[config.mk]
export PLATFORM = sky130hd
export DESIGN_NAME = uhc_endpoint_ctrl
export DESIGN_NICKNAME = d
export VERILOG_FILES = /design/src/hw/uhc_pkg.sv /design/src/hw/uhc_endpoint_ctrl.sv
export SDC_FILE = /design/constraint.sdc
export NUM_CORES = 1
export LEC_CHECK = 0
export BUFFER_PORTS_ARGS = -buffer_cell sky130_fd_sc_hd__buf_2
export CAP_MARGIN = 20
export CORE_ASPECT_RATIO = 1.1
export CORE_MARGIN = 2
export CORE_UTILIZATION = 23
export DETAILED_ROUTE_END_ITERATION = 10
export HOLD_SLACK_MARGIN = 0.15
export PLACE_DENSITY = 0.46
export SYNTH_ARGS = -nofsm -noshare
export SYNTH_HDL_FRONTEND = slang
export SYNTH_SLANG_ARGS = --single-unit
export TNS_END_PERCENT = 50
[constraint.sdc]
create_clock -name mclk_i -period 3.8 [get_ports mclk_i]
set_input_delay 0.95 -clock mclk_i [delete_from_list [all_inputs] [get_ports mclk_i]]
set_output_delay 0.95 -clock mclk_i [all_outputs]
set_load 0.02 [all_outputs]
[src/hw/uhc_pkg.sv]
// Constants shared by the USB endpoint handshake controller
package uhc_pkg;
  // Register indices on the CPU register port
  localparam logic [3:0] OFF_TOKEN_PID  = 4'h0;
  localparam logic [3:0] OFF_DMA_HIGH   = 4'h1;
  localparam logic [3:0] OFF_DMA_LOW_ID = 4'h2;
  localparam logic [3:0] OFF_INT_STATUS = 4'h3;
  localparam logic [3:0] OFF_INT_MASK   = 4'h4;
  localparam logic [3:0] OFF_CONTROL    = 4'h5;
  localparam logic [3:0] OFF_DEV_ADDR   = 4'h6;
  localparam logic [3:0] OFF_EP0_TX     = 4'h7;
  localparam logic [3:0] OFF_EP0_RX     = 4'h8;

  localparam int EP_COUNT = 3;

  // Endpoint register fields
  localparam int FLD_TOP    = 7;
  localparam int FLD_TOGGLE = 6;
  localparam int FLD_STAT_H = 5;
  localparam int FLD_STAT_L = 4;
  localparam int FLD_LOW_H  = 3;

  // Interrupt status bits
  localparam int IS_DOVR  = 6;
  localparam int IS_CTR   = 5;
  localparam int IS_ERR   = 4;
  localparam int IS_IOVR  = 3;
  localparam int IS_SUSPEND_END_FLAG = 2;
  localparam int IS_RESET = 1;
  localparam int IS_SOF   = 0;

  // Control register bits
  localparam int CT_RESUME = 3;
  localparam int CT_PDWN   = 2;
  localparam int CT_SUSP   = 1;
  localparam int CT_FRES   = 0;

  // Reset values and masks
  localparam logic [7:0] RST_EP_TX      = 8'h00;
  localparam logic [7:0] RST_EP_RX      = 8'h00;
  localparam logic [7:0] RST_EP0_RX     = 8'h80;
  localparam logic [7:0] EP0_RX_WMASK   = 8'h70;
  localparam logic [7:0] RST_CONTROL    = 8'h06;
  localparam logic [7:0] CONTROL_MASK   = 8'h0F;
  localparam logic [7:0] INT_MASK_BITS  = 8'h7F;

  // Endpoint status codes
  localparam logic [1:0] STAT_DISABLED = 2'h0;
  localparam logic [1:0] STAT_STALL    = 2'h1;
  localparam logic [1:0] STAT_NAK      = 2'h2;
  localparam logic [1:0] STAT_VALID    = 2'h3;

  // Token PID bits 3:2
  localparam logic [1:0] TOK_OUT   = 2'h0;
  localparam logic [1:0] TOK_IN    = 2'h2;
  localparam logic [1:0] TOK_SETUP = 2'h3;

  // Answer codes towards the packet engine
  localparam logic [2:0] RESP_NONE  = 3'h0;
  localparam logic [2:0] RESP_ACK   = 3'h1;
  localparam logic [2:0] RESP_NAK   = 3'h2;
  localparam logic [2:0] RESP_STALL = 3'h3;
  localparam logic [2:0] RESP_DATA  = 3'h4;

  typedef enum logic [2:0] {
    ST_IDLE = 3'b001,
    ST_DATA = 3'b010,
    ST_ACK  = 3'b100
  } uhc_state_type;
endpackage

[src/hw/uhc_endpoint_ctrl.sv]
// Endpoint status, toggle and handshake control for a three-endpoint USB function
//
// Overview of operation
// - Transmit status: disabled, stall, NAK, valid
// - Correct IN or SETUP sets transmit NAK
// - Send exactly the programmed byte count, 0-8
// - Receive status: disabled, stall, NAK, valid
// - Correct OUT or SETUP sets receive NAK
// - SETUP stage clears expected receive toggle
// - Receive toggle flips on good matching packet
// - Endpoints 1,2 match programmed endpoint number
// - Control bit marks control endpoint; endpoint 0 always
// - Endpoint 0 receive reads 1xxx0000, resets 0x80
// - USB bus reset restores endpoint registers
// - Packet buffers: 48 bytes above aligned base
// - USB reset clears address, disables all endpoints
// - Pending correct transfer NAKs every valid endpoint; here a nonzero OUT under status-out is answered STALL instead
// - Correct SETUP NAKs both directions
// - Token and endpoint frozen while flag set
// - Activity in suspend raises end-of-suspend flag
// - SETUP sets transmit toggle; ACK flips it
// - Correct means error-free, handshake not NAK/STALL
// - Status-out stalls nonzero OUT data
//
// Chosen here: the address map and the plain strobed port.
`timescale 1ns/1ns
module uhc_endpoint_ctrl (
  input  wire logic        mclk_i,
  input  wire logic        rst_i,
  input  wire logic [3:0]  reg_addr_i,
  input  wire logic [7:0]  reg_wdata_i,
  input  wire logic        reg_we_i,
  input  wire logic        reg_re_i,
  output logic      [7:0]  reg_rdata_o,
  input  wire logic        tok_valid_i,
  input  wire logic [1:0]  tok_pid_i,
  input  wire logic [6:0]  tok_addr_i,
  input  wire logic [3:0]  tok_ep_i,
  input  wire logic        rx_done_i,
  input  wire logic        rx_ok_i,
  input  wire logic        rx_data_pid_i,
  input  wire logic [3:0]  rx_len_i,
  input  wire logic        hs_ack_i,
  input  wire logic        bus_reset_i,
  input  wire logic        bus_activity_i,
  input  wire logic        sof_i,
  input  wire logic        dma_late_i,
  input  wire logic [2:0]  dma_idx_i,
  output logic             resp_valid_o,
  output logic      [2:0]  resp_code_o,
  output logic             resp_toggle_o,
  output logic      [3:0]  resp_len_o,
  output logic      [15:0] dma_addr_o,
  output logic             suspend_o,
  output logic             resume_o,
  output logic             power_down_o
);

  logic [7:0]                 ep_tx [uhc_pkg::EP_COUNT];
  logic [7:0]                 ep_rx [uhc_pkg::EP_COUNT];
  logic [7:0]                 int_status;
  logic [7:0]                 int_mask;
  logic [7:0]                 control;
  logic [6:0]                 dev_addr;
  logic [7:0]                 dma_high;
  logic [1:0]                 dma_low;
  logic [1:0]                 tok_pid;
  logic [1:0]                 last_ep;
  logic [3:0]                 rx_count;
  logic [1:0]                 cur_ep;
  logic [1:0]                 cur_pid;
  uhc_pkg::uhc_state_type     state;
  uhc_pkg::uhc_state_type     next_state;

  // Answer for a status field; ok_code when the endpoint may take data
  function automatic logic [2:0] stat_resp(input logic [1:0] stat, input logic ctr,
                                           input logic [2:0] ok_code);
    case (stat)
      uhc_pkg::STAT_STALL:    stat_resp = uhc_pkg::RESP_STALL;
      uhc_pkg::STAT_NAK:      stat_resp = uhc_pkg::RESP_NAK;
      uhc_pkg::STAT_VALID:    stat_resp = ctr ? uhc_pkg::RESP_NAK : ok_code;
      default:                stat_resp = uhc_pkg::RESP_NONE;
    endcase
  endfunction

  // Endpoint 0 is always a control endpoint
  function automatic logic ep_is_ctrl(input logic [1:0] idx, input logic [7:0] rx_reg);
    ep_is_ctrl = (idx == 2'h0) || rx_reg[uhc_pkg::FLD_TOP];
  endfunction

  // Register decode
  wire bus_rst = bus_reset_i || control[uhc_pkg::CT_FRES];
  wire ctr     = int_status[uhc_pkg::IS_CTR];
  wire wr_stat = reg_we_i && reg_addr_i == uhc_pkg::OFF_INT_STATUS;
  wire wr_ctl  = reg_we_i && reg_addr_i == uhc_pkg::OFF_CONTROL;
  logic [uhc_pkg::EP_COUNT-1:0] wr_tx;
  logic [uhc_pkg::EP_COUNT-1:0] wr_rx;
  logic [uhc_pkg::EP_COUNT-1:0] ep_hit;

  genvar g;
  generate
    for (g = 0; g < uhc_pkg::EP_COUNT; g++)
    begin : g_ep_dec
      assign wr_tx[g]  = reg_we_i && reg_addr_i == uhc_pkg::OFF_EP0_TX + 4'(2 * g);
      assign wr_rx[g]  = reg_we_i && reg_addr_i == uhc_pkg::OFF_EP0_RX + 4'(2 * g);
      if (g == 0)
      begin : g_ep0
        assign ep_hit[g] = tok_ep_i == 4'h0;
      end
      else
      begin : g_epn
        assign ep_hit[g] = tok_ep_i == ep_rx[g][uhc_pkg::FLD_LOW_H:0];
      end
    end
  endgenerate

  // Token side
  wire       tok_go    = tok_valid_i && tok_addr_i == dev_addr && |ep_hit;
  wire [1:0] tok_idx   = ep_hit[0] ? 2'h0 : (ep_hit[1] ? 2'h1 : 2'h2);
  wire [7:0] tok_tx    = ep_tx[tok_idx];
  wire [1:0] tok_stat  = tok_tx[uhc_pkg::FLD_STAT_H:uhc_pkg::FLD_STAT_L];
  wire       tok_in_go = tok_go && tok_pid_i == uhc_pkg::TOK_IN;
  wire [2:0] in_resp   = stat_resp(tok_stat, ctr, uhc_pkg::RESP_DATA);
  wire       setup_tok = tok_go && tok_pid_i == uhc_pkg::TOK_SETUP
                         && ep_is_ctrl(tok_idx, ep_rx[tok_idx]);

  // Data side, against the endpoint latched at the token
  wire [7:0] cur_tx    = ep_tx[cur_ep];
  wire [7:0] cur_rx    = ep_rx[cur_ep];
  wire [1:0] cur_rstat = cur_rx[uhc_pkg::FLD_STAT_H:uhc_pkg::FLD_STAT_L];
  wire       rx_evt    = state == uhc_pkg::ST_DATA && rx_done_i;
  wire       stout_bad = cur_pid == uhc_pkg::TOK_OUT && cur_tx[uhc_pkg::FLD_TOP]
                         && rx_len_i != 4'h0;
  wire       setup_bad = cur_pid == uhc_pkg::TOK_SETUP && !ep_is_ctrl(cur_ep, cur_rx);
  wire [2:0] rx_base   = stat_resp(cur_rstat, ctr, uhc_pkg::RESP_ACK);
  wire [2:0] rx_resp   = (!rx_ok_i || setup_bad) ? uhc_pkg::RESP_NONE :
                         (stout_bad && cur_rstat != uhc_pkg::STAT_DISABLED) ?
                         uhc_pkg::RESP_STALL : rx_base;
  wire       tog_ok    = rx_data_pid_i == cur_rx[uhc_pkg::FLD_TOGGLE];
  // A duplicate packet with the wrong toggle is ACKed but never counted
  wire       ev_rx_ok  = rx_evt && rx_resp == uhc_pkg::RESP_ACK && tog_ok;
  wire       ev_in_ok  = state == uhc_pkg::ST_ACK && hs_ack_i;
  wire       ctr_set   = ev_in_ok || ev_rx_ok;

  // Event flags; software clears by writing zero, a same-cycle event wins
  wire       err_set   = rx_evt && !rx_ok_i;
  wire       suspend_end_flag_set = control[uhc_pkg::CT_SUSP] && bus_activity_i;
  wire       iovr_set  = (err_set && int_status[uhc_pkg::IS_ERR])
                         || (suspend_end_flag_set && int_status[uhc_pkg::IS_SUSPEND_END_FLAG])
                         || (sof_i && int_status[uhc_pkg::IS_SOF]);
  wire [7:0] stat_sets = {1'b0, dma_late_i, ctr_set, err_set, iovr_set, suspend_end_flag_set,
                          bus_rst, sof_i};
  wire [7:0] stat_keep = wr_stat ? reg_wdata_i : 8'hFF;
  wire [7:0] next_int_status = ((int_status & stat_keep) | stat_sets)
                               & uhc_pkg::INT_MASK_BITS;

  // Hardware clears suspend on bus activity, over any software write
  wire [7:0] ctl_wr       = wr_ctl ? (reg_wdata_i & uhc_pkg::CONTROL_MASK) : control;
  wire [7:0] next_control = suspend_end_flag_set ? (ctl_wr & ~(8'h01 << uhc_pkg::CT_SUSP)) : ctl_wr;

  // Next state
  always_comb
  begin
    next_state = state;
    case (state)
      uhc_pkg::ST_IDLE: next_state = uhc_pkg::ST_IDLE;
      uhc_pkg::ST_DATA: next_state = rx_done_i ? uhc_pkg::ST_IDLE : uhc_pkg::ST_DATA;
      uhc_pkg::ST_ACK:  next_state = hs_ack_i ? uhc_pkg::ST_IDLE : uhc_pkg::ST_ACK;
      default:          next_state = uhc_pkg::ST_IDLE;
    endcase
    // A new token always restarts the transaction
    if (tok_valid_i)
    begin
      if (!tok_go)
        next_state = uhc_pkg::ST_IDLE;
      else if (tok_pid_i == uhc_pkg::TOK_IN)
        next_state = (in_resp == uhc_pkg::RESP_DATA) ? uhc_pkg::ST_ACK : uhc_pkg::ST_IDLE;
      else
        next_state = uhc_pkg::ST_DATA;
    end
    if (bus_rst)
      next_state = uhc_pkg::ST_IDLE;
  end

  // Register read selection; a process, so register contents wake it as well as the address
  logic [7:0] rd_mux;
  always_comb
    case (reg_addr_i)
      uhc_pkg::OFF_TOKEN_PID:  rd_mux = {tok_pid, 6'h00};
      uhc_pkg::OFF_DMA_HIGH:   rd_mux = dma_high;
      uhc_pkg::OFF_DMA_LOW_ID: rd_mux = {dma_low, last_ep, rx_count};
      uhc_pkg::OFF_INT_STATUS: rd_mux = int_status;
      uhc_pkg::OFF_INT_MASK:   rd_mux = int_mask;
      uhc_pkg::OFF_CONTROL:    rd_mux = control;
      uhc_pkg::OFF_DEV_ADDR:   rd_mux = {1'b0, dev_addr};
      uhc_pkg::OFF_EP0_TX:     rd_mux = ep_tx[0];
      uhc_pkg::OFF_EP0_RX:     rd_mux = ep_rx[0];
      4'h9:                    rd_mux = ep_tx[1];
      4'hA:                    rd_mux = ep_rx[1];
      4'hB:                    rd_mux = ep_tx[2];
      4'hC:                    rd_mux = ep_rx[2];
      default:                 rd_mux = 8'h00;
    endcase

  // Endpoint registers
  always_ff @(posedge mclk_i)
  begin
    for (int i = 0; i < uhc_pkg::EP_COUNT; i++)
    begin
      if (rst_i || bus_rst)
      begin
        ep_tx[i] <= uhc_pkg::RST_EP_TX;
        ep_rx[i] <= (i == 0) ? uhc_pkg::RST_EP0_RX : uhc_pkg::RST_EP_RX;
      end
      else
      begin
        if (wr_tx[i])
          ep_tx[i] <= reg_wdata_i;
        if (wr_rx[i])
          ep_rx[i] <= (i == 0) ? ((reg_wdata_i & uhc_pkg::EP0_RX_WMASK) | uhc_pkg::RST_EP0_RX)
                               : reg_wdata_i;
        // Later assignments below override a same-cycle software write
        if (setup_tok && tok_idx == 2'(i))
        begin
          ep_rx[i][uhc_pkg::FLD_TOGGLE] <= 1'b0;
          ep_tx[i][uhc_pkg::FLD_TOGGLE] <= 1'b1;
        end
        if (ev_in_ok && cur_ep == 2'(i))
        begin
          ep_tx[i][uhc_pkg::FLD_TOGGLE] <= ~ep_tx[i][uhc_pkg::FLD_TOGGLE];
          ep_tx[i][uhc_pkg::FLD_STAT_H:uhc_pkg::FLD_STAT_L] <= uhc_pkg::STAT_NAK;
        end
        if (ev_rx_ok && cur_ep == 2'(i))
        begin
          ep_rx[i][uhc_pkg::FLD_TOGGLE] <= ~ep_rx[i][uhc_pkg::FLD_TOGGLE];
          ep_rx[i][uhc_pkg::FLD_STAT_H:uhc_pkg::FLD_STAT_L] <= uhc_pkg::STAT_NAK;
          if (cur_pid == uhc_pkg::TOK_SETUP)
            ep_tx[i][uhc_pkg::FLD_STAT_H:uhc_pkg::FLD_STAT_L] <= uhc_pkg::STAT_NAK;
        end
      end
    end
  end

  // Global registers
  always_ff @(posedge mclk_i)
  begin
    if (rst_i)
    begin
      int_status <= 8'h00;
      int_mask   <= 8'h00;
      control    <= uhc_pkg::RST_CONTROL;
      dev_addr   <= 7'h00;
      dma_high   <= 8'h00;
      dma_low    <= 2'h0;
      tok_pid    <= 2'h0;
      last_ep    <= 2'h0;
      rx_count   <= 4'h0;
    end
    else
    begin
      int_status <= next_int_status;
      control    <= next_control;
      if (reg_we_i && reg_addr_i == uhc_pkg::OFF_INT_MASK)
        int_mask <= reg_wdata_i & uhc_pkg::INT_MASK_BITS;
      if (reg_we_i && reg_addr_i == uhc_pkg::OFF_DMA_HIGH)
        dma_high <= reg_wdata_i;
      if (reg_we_i && reg_addr_i == uhc_pkg::OFF_DMA_LOW_ID)
        dma_low <= reg_wdata_i[7:6];
      if (bus_rst)
        dev_addr <= 7'h00;
      else if (reg_we_i && reg_addr_i == uhc_pkg::OFF_DEV_ADDR)
        dev_addr <= reg_wdata_i[6:0];
      // Capture only on the event that raises the flag, then hold
      if (ctr_set && !ctr)
      begin
        tok_pid  <= cur_pid;
        last_ep  <= cur_ep;
        rx_count <= ev_rx_ok ? rx_len_i : 4'h0;
      end
    end
  end

  // Transaction state and answers to the packet engine
  always_ff @(posedge mclk_i)
  begin
    if (rst_i)
    begin
      state         <= uhc_pkg::ST_IDLE;
      cur_ep        <= 2'h0;
      cur_pid       <= 2'h0;
      resp_valid_o  <= 1'b0;
      resp_code_o   <= uhc_pkg::RESP_NONE;
      resp_toggle_o <= 1'b0;
      resp_len_o    <= 4'h0;
      dma_addr_o    <= 16'h0000;
      reg_rdata_o   <= 8'h00;
      suspend_o     <= 1'b0;
      resume_o      <= 1'b0;
      power_down_o  <= 1'b0;
    end
    else
    begin
      state <= next_state;
      if (tok_go)
      begin
        cur_ep  <= tok_idx;
        cur_pid <= tok_pid_i;
      end
      resp_valid_o <= (tok_in_go && in_resp != uhc_pkg::RESP_NONE)
                      || (rx_evt && rx_resp != uhc_pkg::RESP_NONE);
      resp_code_o  <= tok_in_go ? in_resp : (rx_evt ? rx_resp : uhc_pkg::RESP_NONE);
      if (tok_in_go)
      begin
        resp_toggle_o <= tok_tx[uhc_pkg::FLD_TOGGLE];
        resp_len_o    <= tok_tx[uhc_pkg::FLD_LOW_H:0];
      end
      // Base bits 15:6, endpoint slot of 16, transmit half at +8
      dma_addr_o   <= {dma_high, dma_low, cur_ep,
                       cur_pid == uhc_pkg::TOK_IN, dma_idx_i};
      reg_rdata_o  <= reg_re_i ? rd_mux : 8'h00;
      suspend_o    <= next_control[uhc_pkg::CT_SUSP];
      resume_o     <= next_control[uhc_pkg::CT_RESUME];
      power_down_o <= next_control[uhc_pkg::CT_PDWN];
    end
  end
endmodule // uhc_endpoint_ctrl

* Word-level counts from Yosys, hierarchy flattened *
Memories as Yosys holds them, arrays and structs flattened. A register that Yosys moved wholly into a read port is not among the register bits.
Index checks and enable logic that the tools add are counted.

storage, ports and cells
  bits in registers = 90
  bits of input ports = 45
  logic and storage cells = 269
  output and inout port bits = 36
  bits in writable memories = 48
  memories = 2

cells by class
  eq/ne operators = 34
  reduce and logical (&&, ||, !) cells = 66
  mux-type cells = 110
  bitwise gates (word level) = 36

memory list
  memory  words  bits a word  rd ports  clocked after memory_dff  write ports  RTL line                 RTL
  ep_rx   3      8            5         1                         3            uhc_endpoint_ctrl.sv:60  logic [7:0] ep_rx [uhc_pkg::EP_COUNT];
  ep_tx   3      8            5         1                         3            uhc_endpoint_ctrl.sv:59  logic [7:0] ep_tx [uhc_pkg::EP_COUNT];

operator list
  kind                                                 count
  case mux 8 bit (13 select lines)                     1
  two-way mux 1 bit                                    69
  two-way mux 8 bit                                    7
  logical AND 1 bit                                    42
  two-way mux 2 bit                                    18
  two-way mux 3 bit                                    10
  bitwise OR 1 bit                                     27
  equality test 2 bit, second input constant           10
  equality test 4 bit, second input constant           5
  equality test 4 x 3 -> 1 bit, second input constant  4
  logical OR 1 bit                                     9
  case mux 3 bit (3 select lines)                      1
  equality test 2 x 1 -> 1 bit, second input constant  4
  equality test 4 x 2 -> 1 bit, second input constant  2
  equality test 4 bit                                  2
  zero test 4 bit                                      2
  bitwise AND 7 bit                                    1
  equality test 7 bit                                  1
  two-way mux 7 bit                                    1
  inverter 1 bit                                       7
  bitwise OR 7 bit                                     1
  equality test 3 bit, second input constant           2
  zero test 2 bit                                      3
  case mux 2 bit (3 select lines)                      1
  other kinds (12)                                     16

* Logic depth before layout (Yosys ltp) *
Gate-level depths: netlist (run 1).

  word-level depth = 14
  gate-level depth with buffers = 8

* Worst setup path after synthesis (run 1) *
OpenSTA, ideal clock, no wires.

  path kind = input -> register
  start point = in rx_len_i[0]
  end point = mem ep_tx[2][4] (enable)
  cell stages on the path = 6
  path buffers = 0
  arrival = 2538 ps
  data required time = 3504 ps
  setup slack = 967 ps
  cell sequence = or4_4 o2111ai_2 nand3_2 or3_1 o21ai_4 a21o_1

RTL lines
  item                RTL line                 RTL
  start: declaration  uhc_endpoint_ctrl.sv:42  input wire logic [3:0] rx_len_i,
  end: declaration    uhc_endpoint_ctrl.sv:59

* Final worst setup path (run 1) *
  start point = in tok_ep_i[0]
  end point = reg state[2]

between the ends
  cells in the longest elaborated chain, start to end = 11

ends and longest elaborated chain
  item                                                                        RTL line                  RTL
  start: declaration                                                          uhc_endpoint_ctrl.sv:38   input wire logic [3:0] tok_ep_i,
  equality test 4 bit                                                         uhc_endpoint_ctrl.sv:112  assign ep_hit[g] = tok_ep_i == ep_rx[g][uhc_pkg::FLD_LOW_H:0];
  two-way mux 2 bit (2 in a row)                                              uhc_endpoint_ctrl.sv:119  wire [1:0] tok_idx = ep_hit[0] ? 2'h0 : (ep_hit[1] ? 2'h1 : 2'h2);
  memory read (3 x 8 bit)                                                     --
  equality test 2 bit / equality test 2 x 1 -> 1 bit (equally long branches)  uhc_endpoint_ctrl.sv:78   case (stat)
  case mux 3 bit (3 select lines)                                             uhc_endpoint_ctrl.sv:78
  equality test 3 bit                                                         uhc_endpoint_ctrl.sv:177  next_state = (in_resp == uhc_pkg::RESP_DATA) ? uhc_pkg::ST_ACK : uhc_pkg::ST_IDLE;
  two-way mux 3 bit                                                           uhc_endpoint_ctrl.sv:177
  two-way mux 3 bit                                                           uhc_endpoint_ctrl.sv:176  else if (tok_pid_i == uhc_pkg::TOK_IN)
  two-way mux 3 bit *                                                         uhc_endpoint_ctrl.sv:174  if (!tok_go)
  two-way mux 3 bit *                                                         uhc_endpoint_ctrl.sv:172  if (tok_valid_i)
  end signal: assignment                                                      uhc_endpoint_ctrl.sv:288  state <= uhc_pkg::ST_IDLE;
  end signal: assignment                                                      uhc_endpoint_ctrl.sv:303  state <= next_state;
  end: declaration                                                            uhc_endpoint_ctrl.sv:72   uhc_pkg::uhc_state_type state;

Every way passes the cells marked *; elsewhere a longest branch is shown, timed or not.
A chain may end at the register's enable or synchronous reset.

==> metrics.txt, run 1 <==
top_reg_cell synth=dfxtp_1; Nets=780; # H-tree levels=4; placed instance area=around 7000 um^2; Cell variety after synth=68; syn_nets=708; Final Worst Setup Slack=0.941 ns; dominant cells by area after synthesis=dfxtp_1 (28%), edfxtp_1 (20%), mux2i_1 (8.8%); dpl ws=a little over 0.5 ns; number of setup buffers added after CTS=0; area grow syn2layout=21.0%; die width=~160 um; Worst Hold End=ep_rx[0][7]; post-route insts no fill=1,105; CTS Buf Count=17; crit-path max cell delay=0.68 ns; Post-Syn Area=6370 um^2; Root Buffer=clkbuf_16; MaxCap Viol Count=0; Worst setup SP type=input pin; Crit path max-delay family=simple AND/OR/NAND/NOR gates; vias=5,331; core area=27,100 um^2; total of warnings raised by yosys=0; commonest non-fill, non-tap cells in the layout=dfxtp_1 (88), buf_2 (80), nor2_1 (68); critical path fanouts, max=11; CTS max path bufs=2; syn avg cell area=between 9 and 10 um^2; most common cell after layout, fill and taps aside=dfxtp_1; async set-reset flop share out of synthesis=0%; Hold Fails Final Rpt=0; grt ovf=0; IR drop worst, VDD=0.304 mV; GP Congestion=0.888; Synth Instances=663; vias in the first global route=5,168; sequential area share after synthesis=47.9%; Crit path depth=7; gr usage total=15.9%; initial DRC count=545; worst min path class=reg2reg; area leader, netlist=dfxtp_1; CP arrival=~3.2 ns; io pins=81; max_slew headroom=45.6%; initial antenna violation count=1; row count=63; Util after Layout=28.4%; reg2reg start=ep_rx[1][2]; setup TNS=0 ns; crit-path cells=buf_2 -> xnor2_1 -> and4_1 -> mux2i_1 -> a2111oi_1 -> nand3b_1 -> a21oi_1; Routed WL per cell=20.5 um; r2r worst-path depth=6; Avg Vias per Cell=roughly 4.8; hold path depth=1; starting density of the core=23.5%; I/O Buffers=80; final worst path period need=2.86 ns; DR pass1 iterations=6; Hold Path Origin=ep_rx[0][7]; period utilization=about 75%; Routed Antenna Nets=0; CTS tree=done; Worst Skew=0.0121 ns; FF+latch count, synth=around 130; first-pass GRT wire length=33.4 mm; post_cts resized=0; final WL=about 23 mm; Fmax=0.350 GHz; die area=29,000 um^2; Placed Cells=1,073; EDFF count, synth=43; CP Class=in2reg; clk sink count=131; flop2flop setup slack=1.16 ns; Final setup violation count=0; worst r2r dst=state[2]; Reg clk slew, reported paths=0.06 ns; CP Buf/Inv Count=1; outcome=finished clean; dpl hpwl=approximately 17 mm; clk_lat worst skew=approximately 0.43 ns; Final Cell Area=7710 um^2; PwrDens=429 nW/um^2; share of the synthesized area in the top cell type=27.7%; proportion of layout cells with a drive suffix above 1=19.9%; chip height=179 um; CTS Hold Buffers Added=0; largest net degree at the start of global routing=69; worst slew pin tran=0.811 ns; RSZ-0062 raised after global routing=no; highest-delay cell along the critical path=and4_1; critical path required time=between 4 and 5 ns; Max Slew Vio Count=0; Worst setup EP type=flip-flop; Lkg Pwr=roughly 3.0 nW; DR DRC count=0
[per-layer routing]
layer / share of wire, % / global-route usage, %
met1: 45 / 20.5
met2: 49 / 26.6
met3: 4.8 / 3.32
met4: 1.1 / 4.57
met5: 0 / 0
[registers in the layout, summed over array words and instances (netlist names), 3 cells and up, named ones only]
name and cells:
int_status 7, ep_rx 20, dma_addr_o 16, rx_count 4, state 3, ep_tx 24
resp_code_o 3, resp_len_o 4, dev_addr 7, reg_rdata_o 8, control 4, dma_high 8
int_mask 7
[cell usage after synthesis (12+ instances only)]
library cell / n
a21oi_1: 35
and2_1: 26
and3_1: 13
clkbuf_1: 36
dfxtp_1: 88
edfxtp_1: 43
mux2i_1: 56
nand2_1: 56
nand3_1: 23
nor2_1: 68
nor2b_1: 25
o21ai_0: 34
xnor2_1: 12
[logic make-up after synthesis]
kind of cell           count (synthesis)  synth area share (%)
AO/OA/AOI/OAI                        136                  14.6
XOR/XNOR                              17                  2.34
buffers and inverters                 51                  3.26
flip-flops                           131                  47.9
multiplexers                          63                  10.3
AND/OR/NAND/NOR                      265                  21.6
[where the power goes]
part / leakage [nW] / switching, mW / internal (mW)
clock network: 0.274 / 0.638 / 0.891
logic: 1.57 / 0.173 / 0.0880
registers: 1.19 / 0.0343 / 1.48
total: 3.04 / 0.845 / 2.46
[cell type report]
cell class | instances | area, um^2
Inverter | 7 | 26.3
Tap cell | 357 | 447
Timing Repair Buffer | 97 | 528
Sequential cell | 131 | 3050
Antenna cell | 1 | 2.50
Fill cell | 2893 | 19400
Clock buffer | 21 | 472
Multi-Input combinational cell | 481 | 3110
Clock inverter | 10 | 72.6
[metrics by stage]
step,power (mW),hold WS (ns)
floorplan,1.68,0.440
finish,3.31,0.480
detailed placement,1.81,0.473
CTS,3.34,0.485
global route,3.42,0.505
global placement,1.81,0.464
[how the worst max path moves through the flow]
stage,start,to,slack [ns]
final,tok_ep_i[0],state[2],0.94
after detailed placement,tok_ep_i[0],resp_code_o[1],0.51
after global placement,tok_ep_i[0],resp_code_o[1],0.52
after global routing,tok_ep_i[2],state[2],0.67
after floorplan,rx_len_i[0],ep_tx[2][4],0.97
after CTS,tok_ep_i[0],state[2],0.95
No activity file was read; power rests on OpenSTA's default activity.
==> run 2, diff against run 1 <==
==> constraint.sdc (replaced) <==
create_clock -name mclk_i -period 2.75 [get_ports mclk_i]
set_input_delay 0.6875 -clock mclk_i [delete_from_list [all_inputs] [get_ports mclk_i]]
set_output_delay 0.6875 -clock mclk_i [all_outputs]
set_load 0.02 [all_outputs]
==> run 2 against run 1 <==
Compared with the run above:
- core utilization rose by 1.2 points
- global-route usage rose by 0.34 points
- die area did not move
- highest routed layer unchanged
==> metrics.txt, run 2 (synthesis results as in run 1) <==
outcome=finished clean; switching power=1.26 mW (+49%); highest-delay cell along the critical path=dfxtp_1; CTS max path bufs=2 (unchanged); most common cell after layout, fill and taps aside=dfxtp_1; CTS tree=done; first-pass GRT wire length=34.3 mm (+2.5%); area grow syn2layout=26.0%; I/O Buffers=80 (unchanged); DR DRC count=0 (unchanged); Root Buffer=clkbuf_16; CTS Hold Buffers Added=0 (unchanged); row count=63 (unchanged); worst min path class=in2reg; Util after Layout=29.6% (+1.2 points); Nets=809 (+3.7%); largest register by flop count=ep_tx; P_int=3.66 mW (+49%); commonest non-fill, non-tap cells in the layout=dfxtp_1 (88), buf_2 (80), nor2_1 (68); initial DRC count=482 (-12%); placed instance area=7390 um^2 (+3.2%); Worst setup SP type=flip-flop; Comb pwr share=7.8% (about the same); die area=29,000 um^2 (unchanged); Max Slew Vio Count=0 (unchanged); crit-path max cell delay=0.50 ns (-0.18 ns); PwrDens=613 nW/um^2 (+43%); Worst setup EP type=flip-flop; CP Class=reg2reg; Clock power frac=49.6% (+3.4 points); GP Congestion=0.886 (-0.19%); CTS Buf Count=17 (unchanged); Reg clk slew, reported paths=0.06 ns (about the same); Crit path max-delay family=compound AO/OA/AOI/OAI gates; proportion of layout cells with a drive suffix above 1=23.3% (+3.3 points); Placed Cells=1,102 (+2.7%); DR pass1 iterations=5 (-1); die width=163 um (unchanged); max FFs per register=24 (unchanged); dpl ws=-0.0915 ns (-0.606 ns); register share of total power=42.5% (-3.3 points); final WL=23.0 mm (+1.5%); critical path required time=2.88 ns (-1.27 ns); max_slew headroom=46.7% (+1.1 points); starting density of the core=23.5% (unchanged); worst slew pin tran=0.795 ns (-0.0163 ns); # H-tree levels=4 (unchanged); crit-path cells=mux2i_1 -> a211oi_1 -> nand3_2 -> or3_1 -> o21ai_4 -> a21o_1; largest registers=ep_tx (24), ep_rx (20), dma_addr_o (16); post-route insts no fill=1,135 (+2.7%); gr usage total=16.2% (+0.34 points); final worst path period need=about 2.5 ns; initial antenna violation count=1 (unchanged); grt ovf=0 (unchanged); CP Buf/Inv Count=0 (-1); RSZ-0062 raised after global routing=no; setup TNS=0 ns (unchanged); Lkg Pwr=3.22 nW (+6.0%); period utilization=about nine tenths; Avg Vias per Cell=4.76 (-1.4%); critical path fanouts, max=9 (-2); dpl hpwl=17.8 mm (+3.5%); Final Worst Setup Slack=0.287 ns (-0.654 ns); Fmax=roughly 0.41 GHz; io pins=81 (unchanged); vias=5,399 (+1.3%); Worst Skew=0.0138 ns (+0.00170 ns); IR drop worst, VDD=0.412 mV (+35%); MaxCap Viol Count=0 (unchanged); number of setup buffers added after CTS=0 (unchanged); Final Cell Area=8030 um^2 (+4.1%); Hold Fails Final Rpt=0 (unchanged); core area=27,100 um^2 (unchanged); post_cts resized=0 (unchanged); Routed WL per cell=20.2 um (-1.2%); Final setup violation count=0 (unchanged); Routed Antenna Nets=0 (unchanged); CP arrival=2.59 ns (-0.62 ns); switching share of power=25.6% (about the same); vias in the first global route=5,258 (+1.7%); largest net degree at the start of global routing=41 (-41%); chip height=179 um (unchanged); clk_lat worst skew=0.42 ns (about the same); clk sink count=131 (unchanged)
[run 2: cell count changes in the layout (fill, tap and decap cells not counted), sizes merged]
cell,change
buf,+29
clkinv,-3
inv,+3
bufinv,+2
clkbuf,-2
clkinvlp,+1
[run 2: layout make-up]
| cell class | instances | area [um^2] |
|---|---|---|
| Fill cell | 2887 | 19100 |
| Clock buffer | 19 | 475 |
| Tap cell | 357 | 447 |
| Inverter | 7 | 26.3 |
| Timing Repair Buffer | 126 | 758 |
| Antenna cell | 1 | 2.50 |
| Clock inverter | 13 | 156 |
| Sequential cell | 131 | 3050 |
| Multi-Input combinational cell | 481 | 3110 |
[run 2: power groups by stage]
stage               sequential (mW)  combinational (mW)  clock, mW
floorplan                      2.12               0.206          0
global placement               2.13               0.384          0
detailed placement             2.13               0.384          0
CTS                            2.09               0.386       2.48
global route                   2.10               0.419       2.57
finish                         2.09               0.385       2.44
[run 2: path summary, 6_finish.rpt]
path	start	to	slack (ns)	cells after the start
worst max-delay path	flip-flop	ep_tx[1][4]	0.29	6
worst min-delay path	dma_idx_i[0]	dma_addr_o[0]	0.47	2
worst max register to register	flip-flop	ep_tx[1][4]	0.29	6
worst min register to register	int_status[1]	int_status[1]	0.48	2
[run 2: metrics by stage]
stage,total power [mW],hold slack [ns]
floorplan,2.32,0.440
global placement,2.52,0.471
detailed placement,2.52,0.479
CTS,4.96,0.461
global route,5.09,0.457
finish,4.92,0.469
[run 2: worst register-to-register path: cells and delay by family (launching register included)]
family	cells	cell delay, ns
and+or+nand+nor	2	0.62
AOI/OAI and AO/OA	3	0.88
DFF	1	0.50
muxes	1	0.16
[run 2: per-layer routing]
metal,routed length (um),global-route usage (%)
met1,10600,21.9
met2,10600,25.9
met3,1280,3.14
met4,505,5.38
met5,0,0
==> run 3, diff against run 2 <==
--- a/config.mk
+++ b/config.mk
@@ -13,6 +13,7 @@
 export DETAILED_ROUTE_END_ITERATION = 10
 export HOLD_SLACK_MARGIN = 0.15
 export PLACE_DENSITY = 0.46
+export SETUP_SLACK_MARGIN = 0.5
 export SYNTH_ARGS = -nofsm -noshare
 export SYNTH_HDL_FRONTEND = slang
 export SYNTH_SLANG_ARGS = --single-unit
==> run 3 against run 2 <==
Compared with the run above:
- count of clock-buffer cells in the layout increased by 1
- register-to-register slack improved by 0.27 ns
- final area rose by 0.67%
- critical path depth rose by 1
- routed wire length up 1.3%
- global-route usage increased by 0.21 points
- clock power shrank 9.0%
- critical path type is now in2reg
- highest routed layer unchanged
- worst setup slack improved by 0.21 ns
==> metrics.txt, run 3 (synthesis results as in run 1) <==
vias in the first global route=5,343 (+1.6%); core area=27,100 um^2 (unchanged); commonest non-fill, non-tap cells in the layout=dfxtp_1 (86), buf_2 (79), nor2_1 (67); final hold slack=0.469 ns (-0.000163 ns); fillers=2,880 (-0.24%); CTS max path bufs=2 (unchanged); Routed WL per cell=20.4 um (+1.0%); Worst setup EP type=flip-flop; RSZ-0062 raised after global routing=yes; Final Worst Setup Slack=0.497 ns (+0.210 ns); MaxCap Viol Count=0 (unchanged); critical path fanouts, max=7 (-2); final WL=23.3 mm (+1.3%); largest net degree at the start of global routing=69 (+68%); CP arrival=2.39 ns (-0.20 ns); grt ovf=0 (unchanged); largest registers=ep_tx (24), ep_rx (20), dma_addr_o (16); PwrDens=582 nW/um^2 (-5.0%); final worst path period need=2.25 ns (-0.210 ns); io pins=81 (unchanged); largest register by flop count=ep_tx; Avg Vias per Cell=4.81 (+1.2%); Nets=812 (+0.37%); Util after Layout=29.8% (+0.20 points); CTS Buf Count=17 (unchanged); Root Buffer=clkbuf_16; critical path required time=2.89 ns (about the same); Placed Cells=1,103 (+0.091%); max FFs per register=24 (unchanged); initial DRC count=520 (+7.9%); first-pass GRT wire length=34.5 mm (+0.58%); Lkg Pwr=3.24 nW (+0.44%); dpl hpwl=18.0 mm (+0.76%); Reg clk slew, reported paths=0.06 ns (about the same); most common cell after layout, fill and taps aside=dfxtp_1; GP Congestion=0.924 (+4.2%); I/O Buffers=80 (unchanged); chip height=179 um (unchanged); outcome=finished clean; area grow syn2layout=26.9%; DR pass1 iterations=5 (unchanged); gr usage total=16.4% (+0.21 points); Final setup violation count=0 (unchanged); worst slew pin tran=0.768 ns (-0.0271 ns); # H-tree levels=4 (unchanged); clk sink count=131 (unchanged); CP Class=in2reg; Final Cell Area=8080 um^2 (+0.67%); die area=29,000 um^2 (unchanged); CTS Hold Buffers Added=0 (unchanged); initial antenna violation count=0 (-1); Fmax=0.444 GHz (+9.3%); post-route insts no fill=1,138 (+0.26%); vias=5,479 (+1.5%); r2r worst-path depth=6 (unchanged); CTS tree=done; IR drop worst, VDD=0.319 mV (-22%); Worst setup SP type=input pin; hold path depth=2 (unchanged); worst min path class=in2reg; Hold Fails Final Rpt=0 (unchanged); Pwr Total=4.71 mW (-4.3%); period utilization=81.9% (-7.6 points); row count=63 (unchanged); proportion of layout cells with a drive suffix above 1=25.1% (+1.8 points); DR DRC count=0 (unchanged); Max Slew Vio Count=0 (unchanged); dpl ws=0.0370 ns (+0.128 ns); max_slew headroom=48.5% (+1.8 points); Worst Skew=0.0118 ns (-0.00197 ns); Routed Antenna Nets=0 (unchanged); clk_lat worst skew=0.43 ns (about the same); setup TNS=0 ns (unchanged); starting density of the core=23.5% (unchanged); placed instance area=7440 um^2 (+0.61%); die width=163 um (unchanged)
run 3: changes by cell type in the layout (fill, tap and decap cells not counted), sizes merged:
cell / previous run / this run
buf: 126 / 129
bufinv: 2 / 0
clkinv: 2 / 6
clkbuf: 19 / 20
inv: 15 / 12
run 3: final cells by class:
type	instances	area (um^2)	area share, %
antenna	1	2.50	0.0310
clock buffer	20	489	6.05
inverter	7	26.3	0.325
timing repair buffer	129	787	9.74
tap	357	447	5.53
clock inverter	12	92.6	1.15
sequential	131	3060	37.8
multi-input combinational	481	3180	39.4
run 3: where the power goes:
group	internal, mW	switching [mW]	total [mW]
combinational	0.142	0.246	0.388
clock	1.30	0.926	2.22
sequential	2.05	0.0494	2.10
run 3: critical path: stages:
cell and delay (ns):
buf_6 0.09, or4_4 0.55, o2111ai_4 0.09, nand3_2 0.14
or3_4 0.40, o21ai_4 0.24, a21o_1 0.19
run 3: per-layer routing:
layer,vias to the layer above,routed length (um),GRT usage [%]
met5,-,0,0
met4,0,623,6.08
met3,38,1460,3.56
met2,191,11100,27.2
met1,2645,10000,21.0
li1,2605,-,-
run 3: timing repair:
item                                    CTS  global route
pin swaps                                 1             1
resized for setup                         3             6
endpoints found under the setup margin   10            27
buffers inserted                          0             2
run 3: path summary, 6_finish.rpt:
| kind | slack [ns] | end | start |
|---|---|---|---|
| setup / recovery | 0.50 | ep_tx[2][4] | rx_len_i[0] |
| hold / removal | 0.47 | dma_addr_o[1] | dma_idx_i[1] |
| setup reg to reg | 0.56 | ep_tx[2][4] | ep_tx[0][7] |
| hold reg to reg | 0.48 | dma_addr_o[8] | dma_high[0] |
